**config.mk**
```make
export PLATFORM = sky130hd
export DESIGN_NAME = aec_ctrl
export DESIGN_NICKNAME = d
export VERILOG_FILES = /design/src/aec_pkg.sv /design/src/aec_dt_if.sv /design/src/aec_ctrl.sv /design/src/aec_deadtime.sv /design/src/aec_vmon.sv
export VERILOG_INCLUDE_DIRS = /design/src
export SDC_FILE = /design/constraint.sdc
export NUM_CORES = 1
export LEC_CHECK = 0
export BUFFER_PORTS_ARGS = -buffer_cell sky130_fd_sc_hd__buf_2
export CAP_MARGIN = 20
export CORE_ASPECT_RATIO = 0.6
export CORE_MARGIN = 2
export CORE_UTILIZATION = 50
export CTS_BUF_LIST = sky130_fd_sc_hd__clkbuf_16
export CTS_CLUSTER_DIAMETER = 50
export DETAILED_ROUTE_END_ITERATION = 8
export PLACE_DENSITY_LB_ADDON = 0.25
export SETUP_SLACK_MARGIN = 0.05
export SYNTH_ARGS = -nofsm -noshare
export SYNTH_HDL_FRONTEND = slang
export SYNTH_SLANG_ARGS = --single-unit
```
**constraint.sdc**
```tcl
create_clock -name core_clk -period 1.9 [get_ports core_clk]
set_clock_uncertainty 0.2 [all_clocks]
set_input_delay 0.475 -clock core_clk [delete_from_list [all_inputs] [get_ports core_clk]]
set_output_delay 0.475 -clock core_clk [all_outputs]
set_load 0.05 [all_outputs]
```
**src/aec_defs.svh**
```systemverilog
// Function
// RL1: Clearing the overvoltage enable bit turns overvoltage detection off and the threshold is ignored; setting it turns detection on.
// RL2: Clearing the undervoltage enable bit turns undervoltage detection off and the threshold is ignored; setting it turns detection on.
// RL3: Setting the efficiency measurement start bit begins a relative efficiency measurement.
// RL4: Setting the slope compensation bypass bit bypasses slope compensation, and it is normally set.
// RL5: Setting the current measurement enable bit turns on peak current measurement, and it is normally set.
// RL6: The temperature sensor runs only while its enable bit is set.
// RL7: The efficiency circuit enable bit powers the efficiency circuitry, apart from the start bit.
// RL8: Setting the signal chain enable bit enables the voltage control path, and it is normally set.
// RL9: The diode emulation bit picks the rectification mode: emulation ends the low-side drive at zero current, synchronous keeps it until the next cycle.
// RL10: A cleared dead-time bypass bit adds the programmed dead time to that driver's turn-on edge; a set bit skips the delay.
// RL11: With the undervoltage accelerator on, an undervoltage forces both gate drives low at once.
// RL12: With the overvoltage accelerator on, an overvoltage forces both gate drives low at once.
// RL13: The peripheral enable register is eight read/write bits, zero at reset, laid out mode, strength, two bypasses, two pulls, two accelerators from bit 7 down.
// RL14: The strength bit picks 1A high-side drive when set and 2A when clear, and each pull bit enables its weak pull when set.
`ifndef AEC_DEFS_SVH
`define AEC_DEFS_SVH

// ----------------------------------------------------------------
// Register map
// ----------------------------------------------------------------
`define AEC_ADDR_W        3
`define AEC_DATA_W        8
`define AEC_DLY_W         4
`define AEC_OFF_PERIPH    3'h0
`define AEC_OFF_BLOCK     3'h1
`define AEC_OFF_OV_THR    3'h2
`define AEC_OFF_UV_THR    3'h3
`define AEC_OFF_DEADTIME  3'h4
`define AEC_OFF_STATUS    3'h5

// ----------------------------------------------------------------
// Reset values
// ----------------------------------------------------------------
`define AEC_RST_PERIPH    8'h00
`define AEC_RST_BLOCK     8'h00
`define AEC_RST_THR       8'h00
`define AEC_RST_DEADTIME  8'h00
`define AEC_RST_BYTE      8'h00
`define AEC_DLY_ZERO      4'h0
`define AEC_DLY_ONE       4'h1

// ----------------------------------------------------------------
// Peripheral enable fields
// ----------------------------------------------------------------
`define AEC_PE_DIODE_EMUL 7
`define AEC_PE_HS_STRENGTH 6
`define AEC_PE_HS_BYPASS  5
`define AEC_PE_LS_BYPASS  4
`define AEC_PE_NEG_PULL   3
`define AEC_PE_POS_PULL   2
`define AEC_PE_UV_ACCEL   1
`define AEC_PE_OV_ACCEL   0

// ----------------------------------------------------------------
// Block enable fields
// ----------------------------------------------------------------
`define AEC_BE_OV_DET     7
`define AEC_BE_UV_DET     6
`define AEC_BE_MEAS_START 5
`define AEC_BE_SLOPE_BYP  4
`define AEC_BE_CURR_MEAS  3
`define AEC_BE_TEMP_SENS  2
`define AEC_BE_EFF_CIRC   1
`define AEC_BE_SIG_CHAIN  0

// ----------------------------------------------------------------
// Dead-time config fields: high side above, low side below
// ----------------------------------------------------------------
`define AEC_DT_HS_MSB     7
`define AEC_DT_HS_LSB     4
`define AEC_DT_LS_MSB     3
`define AEC_DT_LS_LSB     0

`endif

```
**src/aec_pkg.sv**
```systemverilog
`default_nettype none
`include "aec_defs.svh"
package aec_pkg;

  typedef logic [`AEC_DATA_W-1:0] aec_byte_t;
  typedef logic [`AEC_ADDR_W-1:0] aec_addr_t;
  typedef logic [`AEC_DLY_W-1:0]  aec_delay_t;

  // Dead-time sequencer states
  typedef enum logic [1:0] {
    AEC_DT_IDLE,
    AEC_DT_WAIT,
    AEC_DT_ON
  } aec_dt_state_t;

  typedef struct packed {
    aec_dt_state_t state;
    aec_delay_t    cnt;
    logic          drive;
  } aec_dt_st_t;

  typedef struct packed {
    logic ov_flag;
    logic uv_flag;
  } aec_vmon_st_t;

  typedef struct packed {
    aec_byte_t periph;
    aec_byte_t block;
    aec_byte_t ov_thr;
    aec_byte_t uv_thr;
    aec_byte_t deadtime;
    aec_byte_t rdata;
    logic      meas_go;
    logic      hs_drv;
    logic      ls_drv;
    logic      ls_term;
  } aec_top_st_t;

endpackage
`default_nettype wire

```
**src/aec_dt_if.sv**
```systemverilog
`timescale 1ns/1ps
`default_nettype none
// Turn-on request, bypass and delay in; delayed drive back out
interface aec_dt_if;
  logic                  req;
  logic                  bypass;
  aec_pkg::aec_delay_t   delay;
  logic                  drive;
  modport ctrl (output req, output bypass, output delay, input drive);
  modport dly  (input req, input bypass, input delay, output drive);
endinterface
`default_nettype wire

```
**src/aec_ctrl.sv**
```systemverilog
// Added by the designer: the placing of the registers and the address-and-strobe port.
`timescale 1ns/1ps
`default_nettype none
`include "aec_defs.svh"
module aec_ctrl (
  // Clock and reset
  input  wire logic                core_clk,
  input  wire logic                rst_b,
  // Register port
  input  wire aec_pkg::aec_addr_t  reg_addr,
  input  wire aec_pkg::aec_byte_t  reg_wdata,
  input  wire logic                reg_wr,
  input  wire logic                reg_rd,
  output aec_pkg::aec_byte_t       reg_rdata,
  // Converter inputs
  input  wire aec_pkg::aec_byte_t  vout_code,
  input  wire logic                hs_pwm_req,
  input  wire logic                ls_pwm_req,
  input  wire logic                cycle_start,
  input  wire logic                ls_zero_cross,
  // Gate drives
  output logic                     high_side_gate_drive,
  output logic                     low_side_gate_drive,
  // Driver and sense pin configuration
  output logic                     diode_emul_sel,
  output logic                     hs_drive_strength,
  output logic                     sense_pos_pullup_en,
  output logic                     sense_neg_pulldown_en,
  // Analog block enables
  output logic                     slope_comp_bypass,
  output logic                     current_meas_en,
  output logic                     temp_sensor_en,
  output logic                     eff_circuit_en,
  output logic                     signal_chain_en,
  output logic                     eff_meas_go,
  // Detected conditions
  output logic                     ov_event,
  output logic                     uv_event
);
  import aec_pkg::*;

  // ----------------------------------------------------------------
  // State
  // ----------------------------------------------------------------
  aec_top_st_t st_reg;
  aec_top_st_t st_next;
  logic        ov_flag;
  logic        uv_flag;
  logic        kill;
  logic        term_now;
  aec_byte_t   status;

  aec_dt_if hs_dt ();
  aec_dt_if ls_dt ();

  // ----------------------------------------------------------------
  // Voltage monitor
  // ----------------------------------------------------------------
  aec_vmon u_vmon (
    .core_clk  (core_clk),
    .rst_b     (rst_b),
    .vout_code (vout_code),
    .ov_thr    (st_reg.ov_thr),
    .uv_thr    (st_reg.uv_thr),
    .ov_en     (st_reg.block[`AEC_BE_OV_DET]), // RL1
    .uv_en     (st_reg.block[`AEC_BE_UV_DET]), // RL2
    .ov_flag   (ov_flag),
    .uv_flag   (uv_flag)
  );

  // ----------------------------------------------------------------
  // Dead-time insertion, one sequencer per driver
  // ----------------------------------------------------------------
  // Bypass bits steer each sequencer directly
  assign hs_dt.req    = hs_pwm_req;
  assign hs_dt.bypass = st_reg.periph[`AEC_PE_HS_BYPASS]; // RL10
  assign hs_dt.delay  = st_reg.deadtime[`AEC_DT_HS_MSB:`AEC_DT_HS_LSB];
  assign ls_dt.req    = ls_pwm_req;
  assign ls_dt.bypass = st_reg.periph[`AEC_PE_LS_BYPASS]; // RL10
  assign ls_dt.delay  = st_reg.deadtime[`AEC_DT_LS_MSB:`AEC_DT_LS_LSB];

  aec_deadtime u_hs_dt (
    .core_clk (core_clk),
    .rst_b    (rst_b),
    .dt       (hs_dt.dly)
  );

  aec_deadtime u_ls_dt (
    .core_clk (core_clk),
    .rst_b    (rst_b),
    .dt       (ls_dt.dly)
  );

  // ----------------------------------------------------------------
  // Protection and rectification
  // ----------------------------------------------------------------
  // Accelerators act on the registered flags so a noisy compare
  // cannot glitch the drives mid-cycle
  assign kill = (ov_flag && st_reg.periph[`AEC_PE_OV_ACCEL]) || // RL12
                (uv_flag && st_reg.periph[`AEC_PE_UV_ACCEL]);   // RL11

  // Diode emulation latches the low side off at zero current
  assign term_now = st_reg.periph[`AEC_PE_DIODE_EMUL] && // RL9
                    (st_reg.ls_term ||
                     (ls_zero_cross && st_reg.ls_drv));

  // Read-only view of the block's live state
  assign status = {3'h0, st_reg.ls_term, st_reg.ls_drv,
                   st_reg.hs_drv, uv_flag, ov_flag};

  // ----------------------------------------------------------------
  // Next state
  // ----------------------------------------------------------------
  always_comb begin
    st_next         = st_reg;
    st_next.meas_go = 1'b0;
    st_next.rdata   = `AEC_RST_BYTE;
    // Register writes
    if (reg_wr) begin
      case (reg_addr)
        `AEC_OFF_PERIPH: begin
          st_next.periph = reg_wdata; // RL13
        end
        `AEC_OFF_BLOCK: begin
          st_next.block = reg_wdata;
          // Only a 0 to 1 write of the start bit launches a run
          st_next.meas_go = reg_wdata[`AEC_BE_MEAS_START] && // RL3
                            !st_reg.block[`AEC_BE_MEAS_START];
        end
        `AEC_OFF_OV_THR: begin
          st_next.ov_thr = reg_wdata;
        end
        `AEC_OFF_UV_THR: begin
          st_next.uv_thr = reg_wdata;
        end
        `AEC_OFF_DEADTIME: begin
          st_next.deadtime = reg_wdata;
        end
        default: begin
          st_next.meas_go = 1'b0;
        end
      endcase
    end
    // Register reads; unmapped addresses return zero
    if (reg_rd) begin
      case (reg_addr)
        `AEC_OFF_PERIPH:   st_next.rdata = st_reg.periph; // RL13
        `AEC_OFF_BLOCK:    st_next.rdata = st_reg.block;
        `AEC_OFF_OV_THR:   st_next.rdata = st_reg.ov_thr;
        `AEC_OFF_UV_THR:   st_next.rdata = st_reg.uv_thr;
        `AEC_OFF_DEADTIME: st_next.rdata = st_reg.deadtime;
        `AEC_OFF_STATUS:   st_next.rdata = status;
        default:           st_next.rdata = `AEC_RST_BYTE;
      endcase
    end
    // Gate drives: accelerators override everything
    st_next.hs_drv  = hs_dt.drive && !kill;             // RL11 RL12
    st_next.ls_drv  = ls_dt.drive && !kill && !term_now; // RL9
    // Termination holds until the next switching cycle begins;
    // in synchronous mode it is never set
    st_next.ls_term = term_now && !cycle_start; // RL9
  end

  // ----------------------------------------------------------------
  // State register
  // ----------------------------------------------------------------
  always_ff @(posedge core_clk) begin
    if (!rst_b) begin
      st_reg <= '{`AEC_RST_PERIPH, `AEC_RST_BLOCK, `AEC_RST_THR,
                  `AEC_RST_THR, `AEC_RST_DEADTIME, `AEC_RST_BYTE,
                  1'b0, 1'b0, 1'b0, 1'b0}; // RL13
    end else begin
      st_reg <= st_next;
    end
  end

  // ----------------------------------------------------------------
  // Outputs
  // ----------------------------------------------------------------
  assign reg_rdata             = st_reg.rdata;
  assign high_side_gate_drive  = st_reg.hs_drv;
  assign low_side_gate_drive   = st_reg.ls_drv;
  assign diode_emul_sel        = st_reg.periph[`AEC_PE_DIODE_EMUL];  // RL9
  // Set selects the weaker 1A high-side driver
  assign hs_drive_strength     = st_reg.periph[`AEC_PE_HS_STRENGTH]; // RL14
  assign sense_pos_pullup_en   = st_reg.periph[`AEC_PE_POS_PULL];    // RL14
  assign sense_neg_pulldown_en = st_reg.periph[`AEC_PE_NEG_PULL];    // RL14
  // Block enables go straight to the analog macros
  assign slope_comp_bypass     = st_reg.block[`AEC_BE_SLOPE_BYP];    // RL4
  assign current_meas_en       = st_reg.block[`AEC_BE_CURR_MEAS];    // RL5
  assign temp_sensor_en        = st_reg.block[`AEC_BE_TEMP_SENS];    // RL6
  assign eff_circuit_en        = st_reg.block[`AEC_BE_EFF_CIRC];     // RL7
  assign signal_chain_en       = st_reg.block[`AEC_BE_SIG_CHAIN];    // RL8
  assign eff_meas_go           = st_reg.meas_go;                     // RL3
  assign ov_event              = ov_flag;
  assign uv_event              = uv_flag;
endmodule
`default_nettype wire

```
**src/aec_deadtime.sv**
```systemverilog
`timescale 1ns/1ps
`default_nettype none
`include "aec_defs.svh"
module aec_deadtime (
  // Clock and reset
  input  wire logic core_clk,
  input  wire logic rst_b,
  // Request and delayed drive
  aec_dt_if.dly     dt
);
  import aec_pkg::*;

  aec_dt_st_t st_reg;
  aec_dt_st_t st_next;

  // Only the turn-on edge is delayed; turn-off is never held back
  always_comb begin
    st_next = st_reg;
    case (st_reg.state)
      AEC_DT_IDLE: begin
        st_next.drive = 1'b0;
        if (dt.req) begin
          if (dt.bypass || dt.delay == `AEC_DLY_ZERO) begin // RL10
            st_next.state = AEC_DT_ON;
            st_next.drive = 1'b1;
          end else begin
            st_next.state = AEC_DT_WAIT; // RL10
            st_next.cnt   = dt.delay;
          end
        end
      end
      AEC_DT_WAIT: begin
        if (!dt.req) begin
          st_next.state = AEC_DT_IDLE;
        end else if (st_reg.cnt == `AEC_DLY_ONE) begin
          st_next.state = AEC_DT_ON;
          st_next.drive = 1'b1;
        end else begin
          st_next.cnt = st_reg.cnt - `AEC_DLY_ONE;
        end
      end
      AEC_DT_ON: begin
        if (!dt.req) begin
          st_next.state = AEC_DT_IDLE;
          st_next.drive = 1'b0;
        end
      end
      default: begin
        st_next.state = AEC_DT_IDLE;
        st_next.drive = 1'b0;
      end
    endcase
  end

  // State register
  always_ff @(posedge core_clk) begin
    if (!rst_b) begin
      st_reg <= '{AEC_DT_IDLE, `AEC_DLY_ZERO, 1'b0};
    end else begin
      st_reg <= st_next;
    end
  end

  assign dt.drive = st_reg.drive;
endmodule
`default_nettype wire

```
**src/aec_vmon.sv**
```systemverilog
`timescale 1ns/1ps
`default_nettype none
`include "aec_defs.svh"
module aec_vmon (
  // Clock and reset
  input  wire logic                core_clk,
  input  wire logic                rst_b,
  // Measured output and limits
  input  wire aec_pkg::aec_byte_t  vout_code,
  input  wire aec_pkg::aec_byte_t  ov_thr,
  input  wire aec_pkg::aec_byte_t  uv_thr,
  input  wire logic                ov_en,
  input  wire logic                uv_en,
  // Detected conditions
  output logic                     ov_flag,
  output logic                     uv_flag
);
  import aec_pkg::*;

  aec_vmon_st_t st_reg;
  aec_vmon_st_t st_next;

  // A disabled comparator never looks at its threshold
  always_comb begin
    st_next.ov_flag = ov_en && (vout_code > ov_thr); // RL1
    st_next.uv_flag = uv_en && (vout_code < uv_thr); // RL2
  end

  // Flags registered so the gate kill sees a clean level
  always_ff @(posedge core_clk) begin
    if (!rst_b) begin
      st_reg <= '{1'b0, 1'b0};
    end else begin
      st_reg <= st_next;
    end
  end

  assign ov_flag = st_reg.ov_flag;
  assign uv_flag = st_reg.uv_flag;
endmodule
`default_nettype wire

```
==> flow_summary_export.csv <==
group,metric,value,unit
power_and_ir_drop,power_frac_clock,0.463,
sta,worstMarginPinSlew,0.3765,ns
clocking,cts-buffers-inserted,9,
grt,first_global_vias,2968,
logic_synthesis,ys_async_sr_fraction,0,
logic_synthesis,synth_edf_count,0,
logic_synthesis,post_synth_inst_count,415,
detailed_routing,detailroute.via_count,3332,
sta,hold_viol,0,
clocking,cts.sink_count,68,
setup_path,critical_path_required_time,1.95,ns
logic_synthesis,synthesis.area_per_instance,8.433,um^2
final_layout,drive_above_1_share,0.2434,
setup_path,critPathCaptureType,"flop",
flow_run,number_of_max_cap_violations,0,
sta,rsz0062_at_grt,"yes",
sta,max-slew-margin-rel,0.7469,
grt,antenna_violations_before_repair,0,
sta,final_worst_hold_slack,0.1002,ns
clocking,clk_transition_reported_paths,0.06,ns
clocking,clk_root_buffer_cell,"clkbuf_16",
clocking,max-clock-path-buffers,2,
floorplan,dieArea,7707,um^2
logic_synthesis,ys_dominant_reg_cell,"dfxtp_1",
setup_path,cp.buffers_inverters,1,
placed_design,gp_congestion,0.9255,
sta,period_minus_slack,1.754,ns
power_and_ir_drop,power_report.internal_total,2.624,mW
setup_path,critical-path-top-delay-family,"simple AND/OR/NAND/NOR gates",
floorplan,die_w,112.0,um
final_layout,layout-area-overhead-vs-synth,22.60,%
power_and_ir_drop,power.switching_fraction,0.2532,
power_and_ir_drop,power.density,819.0,nW/um^2
detailed_routing,drt_pass1_iterations,5,
logic_synthesis,synth.net_count,461,
power_and_ir_drop,vdd.ir_drop.worst,0.7232,mV
final_layout,max_reg_flops,22,
power_and_ir_drop,comb_power_share,0.113,
grt,grt_overflow,0,
final_layout,stdcell_area,4290,um^2
sta,layout_worst_path_cycle_share,0.9232,
floorplan,initial_util,0.5197,
setup_path,worstSetupPathType,"reg -> reg",
setup_path,worst-endpoint-arrival,1.81,ns
status,run_status,"complete, no violations",
placed_design,detailedPlacementHpwl,7590,um
floorplan,boundaryPins,49,
grt,grt_first_pass_wirelength,15570,um
clocking,cts_tree,"yes",
grt,groute.usage.overall,0.2681,
final_layout,layout.nets,530,
grt,grt_start_max_net_pins,20,
logic_synthesis,yosys.cell_types.count,60,
detailed_routing,detail-route-antenna-nets,0,
detailed_routing,detailedRoute.firstIterationViolations,298,
clocking,h_tree_level_count,3,
floorplan,placeableCoreArea,6734,um^2
detailed_routing,drt-wirelength-per-cell,17.16,um
final_layout,layout.cells.most_common,"nand2_1",
placed_design,dpl_cell_area,3980,um^2
floorplan,die_height,68.81,um
power_and_ir_drop,leak,1.708,nW
final_layout,antenna_cells,0,
sta,final_setup_violation_count,0,
power_and_ir_drop,power.total,3.514,mW
detailed_routing,route.final.wire_length,9883,um
power_and_ir_drop,sequentialPowerShare,0.424,
floorplan,placementRows,23,
logic_synthesis,synthesis.yosys.warnings,0,
logic_synthesis,syn-cell-area,3500,um^2
sta,final-max-slew-violation-count,0,
setup_path,critical_path_cell_count,6,
logic_synthesis,sequential_cell_area_fraction_in_the_yosys_report,0.3890,
setup_path,worst_path_max_delay_cell,"or4_1",
worst_hold_path,worst_hold_path.num_cells,2,
logic_synthesis,synthesis_stage_register_bit_count,68,
setup_path,startpoint_type,"flop",
sta,fmaxAchievable,0.5701,GHz
clocking,worst_skew_pair.late_latency,0.33,ns
worst_hold_path,worst_hold_path_type,"in -> reg",
setup_path,critPathMaxStageDelay,0.48,ns
power_and_ir_drop,p_switching,0.8896,mW
final_layout,layout.cells.most_common_list,"nand2_1 (77), dfxtp_1 (67), buf_2 (48)",
detailed_routing,drc_errors,0,
setup_path,worst-path-max-fanout,6,
setup_path,timing.critical_path.cells,"inv_1, ha_1, nand4bb_1, nand2_2, or4_1, a31oi_1",
setup_path,reg2regPathDepth,6,
placed_design,number_of_i_o_port_buffers,48,
detailed_routing,detail_route.vias_per_cell,5.785,
==> worst reg2reg max path: stages, from the launching register on <==
cell and delay (ns):
dfxtp_2 0.35, inv_1 0.06, ha_1 0.17, nand4bb_1 0.14, nand2_2 0.11, or4_1 0.48
a31oi_1 0.17
==> power groups by stage <==
stage / clock network [mW] / logic, mW / registers (mW)
6_report: 1.63 / 0.395 / 1.49
5_1_grt: 1.73 / 0.433 / 1.49
4_1_cts: 1.65 / 0.390 / 1.49
3_5_place_dp: 0 / 0.386 / 1.52
3_3_place_gp: 0 / 0.376 / 1.52
2_1_floorplan: 0 / 0.219 / 1.53
==> worst paths after layout <==
path / to / slack, ns / from
min: st_reg[0]$_SDFF_PN0_ / 0.10 / cycle_start
min reg2reg: low_side_gate_drive$_SDFF_PN0_ / 0.23 / u_ls_dt.dt.drive$_SDFFE_PN0P_
max reg2reg: u_hs_dt.st_reg[1]$_SDFFE_PN0P_ / 0.15 / u_hs_dt.st_reg[2]$_SDFFE_PN0P_
max: u_hs_dt.st_reg[1]$_SDFFE_PN0P_ / 0.15 / u_hs_dt.st_reg[2]$_SDFFE_PN0P_
==> cells by family (layout without fill, tap and decap cells) <==
family	Yosys count	after routing	synth area share
and+or+nand+nor	159	159	0.2224
AOI/OAI and AO/OA	97	97	0.1759
DFF	68	68	0.3890
buffers and inverters	48	122	0.06471
muxes	22	22	0.07508
adders and majority gates	19	19	0.06793
xor gates and xnor gates	2	2	0.005006
==> per-stage QoR <==
step,setup slack [ns],TNS (ns),utilization,instances
6_report,0.1460,0,0.6371,576
5_1_grt,0.02036,0,0.6371,576
4_1_cts,0.06769,0,0.6345,575
3_5_place_dp,-0.04409,-0.08060,0.5910,559
3_3_place_gp,-0.01838,-0.02929,0.5910,559
2_1_floorplan,0.1329,0,-,415
==> Yosys cell counts (2+ instances only) <==
library cell / number / area [um^2]
nor3b_1: 2 / 15.01
nand2b_1: 5 / 31.28
o22ai_1: 2 / 12.51
nand3b_1: 4 / 30.03
nor4_1: 2 / 12.51
o21ba_2: 2 / 20.02
nand4bb_1: 2 / 22.52
and2_1: 3 / 18.77
dfxtp_1: 68 / 1361
a32o_1: 2 / 20.02
nor3_1: 9 / 45.04
a211oi_1: 6 / 45.04
buf_2: 4 / 20.02
mux4_2: 3 / 67.56
a31oi_1: 7 / 43.79
clkbuf_1: 12 / 45.04
o21a_1: 2 / 15.01
o311ai_0: 2 / 17.52
nand2_1: 78 / 292.8
a21oi_1: 42 / 210.2
nor2_1: 24 / 90.09
o2111ai_1: 2 / 17.52
buf_4: 9 / 67.56
a221oi_1: 2 / 17.52
ha_1: 19 / 237.7
a21o_1: 3 / 22.52
inv_1: 20 / 75.07
and2b_1: 2 / 15.01
nand3_1: 8 / 40.04
xnor2_1: 2 / 17.52
nand4_1: 2 / 12.51
o21bai_1: 2 / 15.01
mux2_2: 4 / 45.04
o21ai_0: 12 / 60.06
nor2b_1: 3 / 18.77
mux2i_1: 15 / 150.1
or3_1: 2 / 12.51
a221o_1: 2 / 20.02
and3_1: 4 / 25.02
==> layout make-up <==
type	count	area (um^2)
Fill cell	595	2444
Clock inverter	7	67.56
Tap cell	87	108.9
Clock buffer	9	225.2
Timing Repair Buffer	84	523.0
Sequential cell	68	1363
Inverter	22	82.58
Multi-Input combinational cell	299	1921
==> routing by layer <==
layer / vias up / share of wire / global-route usage
met2: 159 / 0.40 / 0.3674
met1: 1561 / 0.48 / 0.3940
met4: 0 / 0.0082 / 0.06860
li1: 1601 / - / -
met3: 11 / 0.12 / 0.09878
met5: - / 0 / 0
==> timing repair <==
item | 4_1_cts | 5_1_grt
hold buffers | 0 | 0
gates resized for setup | 0 | 3
buffers inserted | 0 | 1
setup endpoints to repair | 0 | 6
Power figures use the tool's default switching activity.
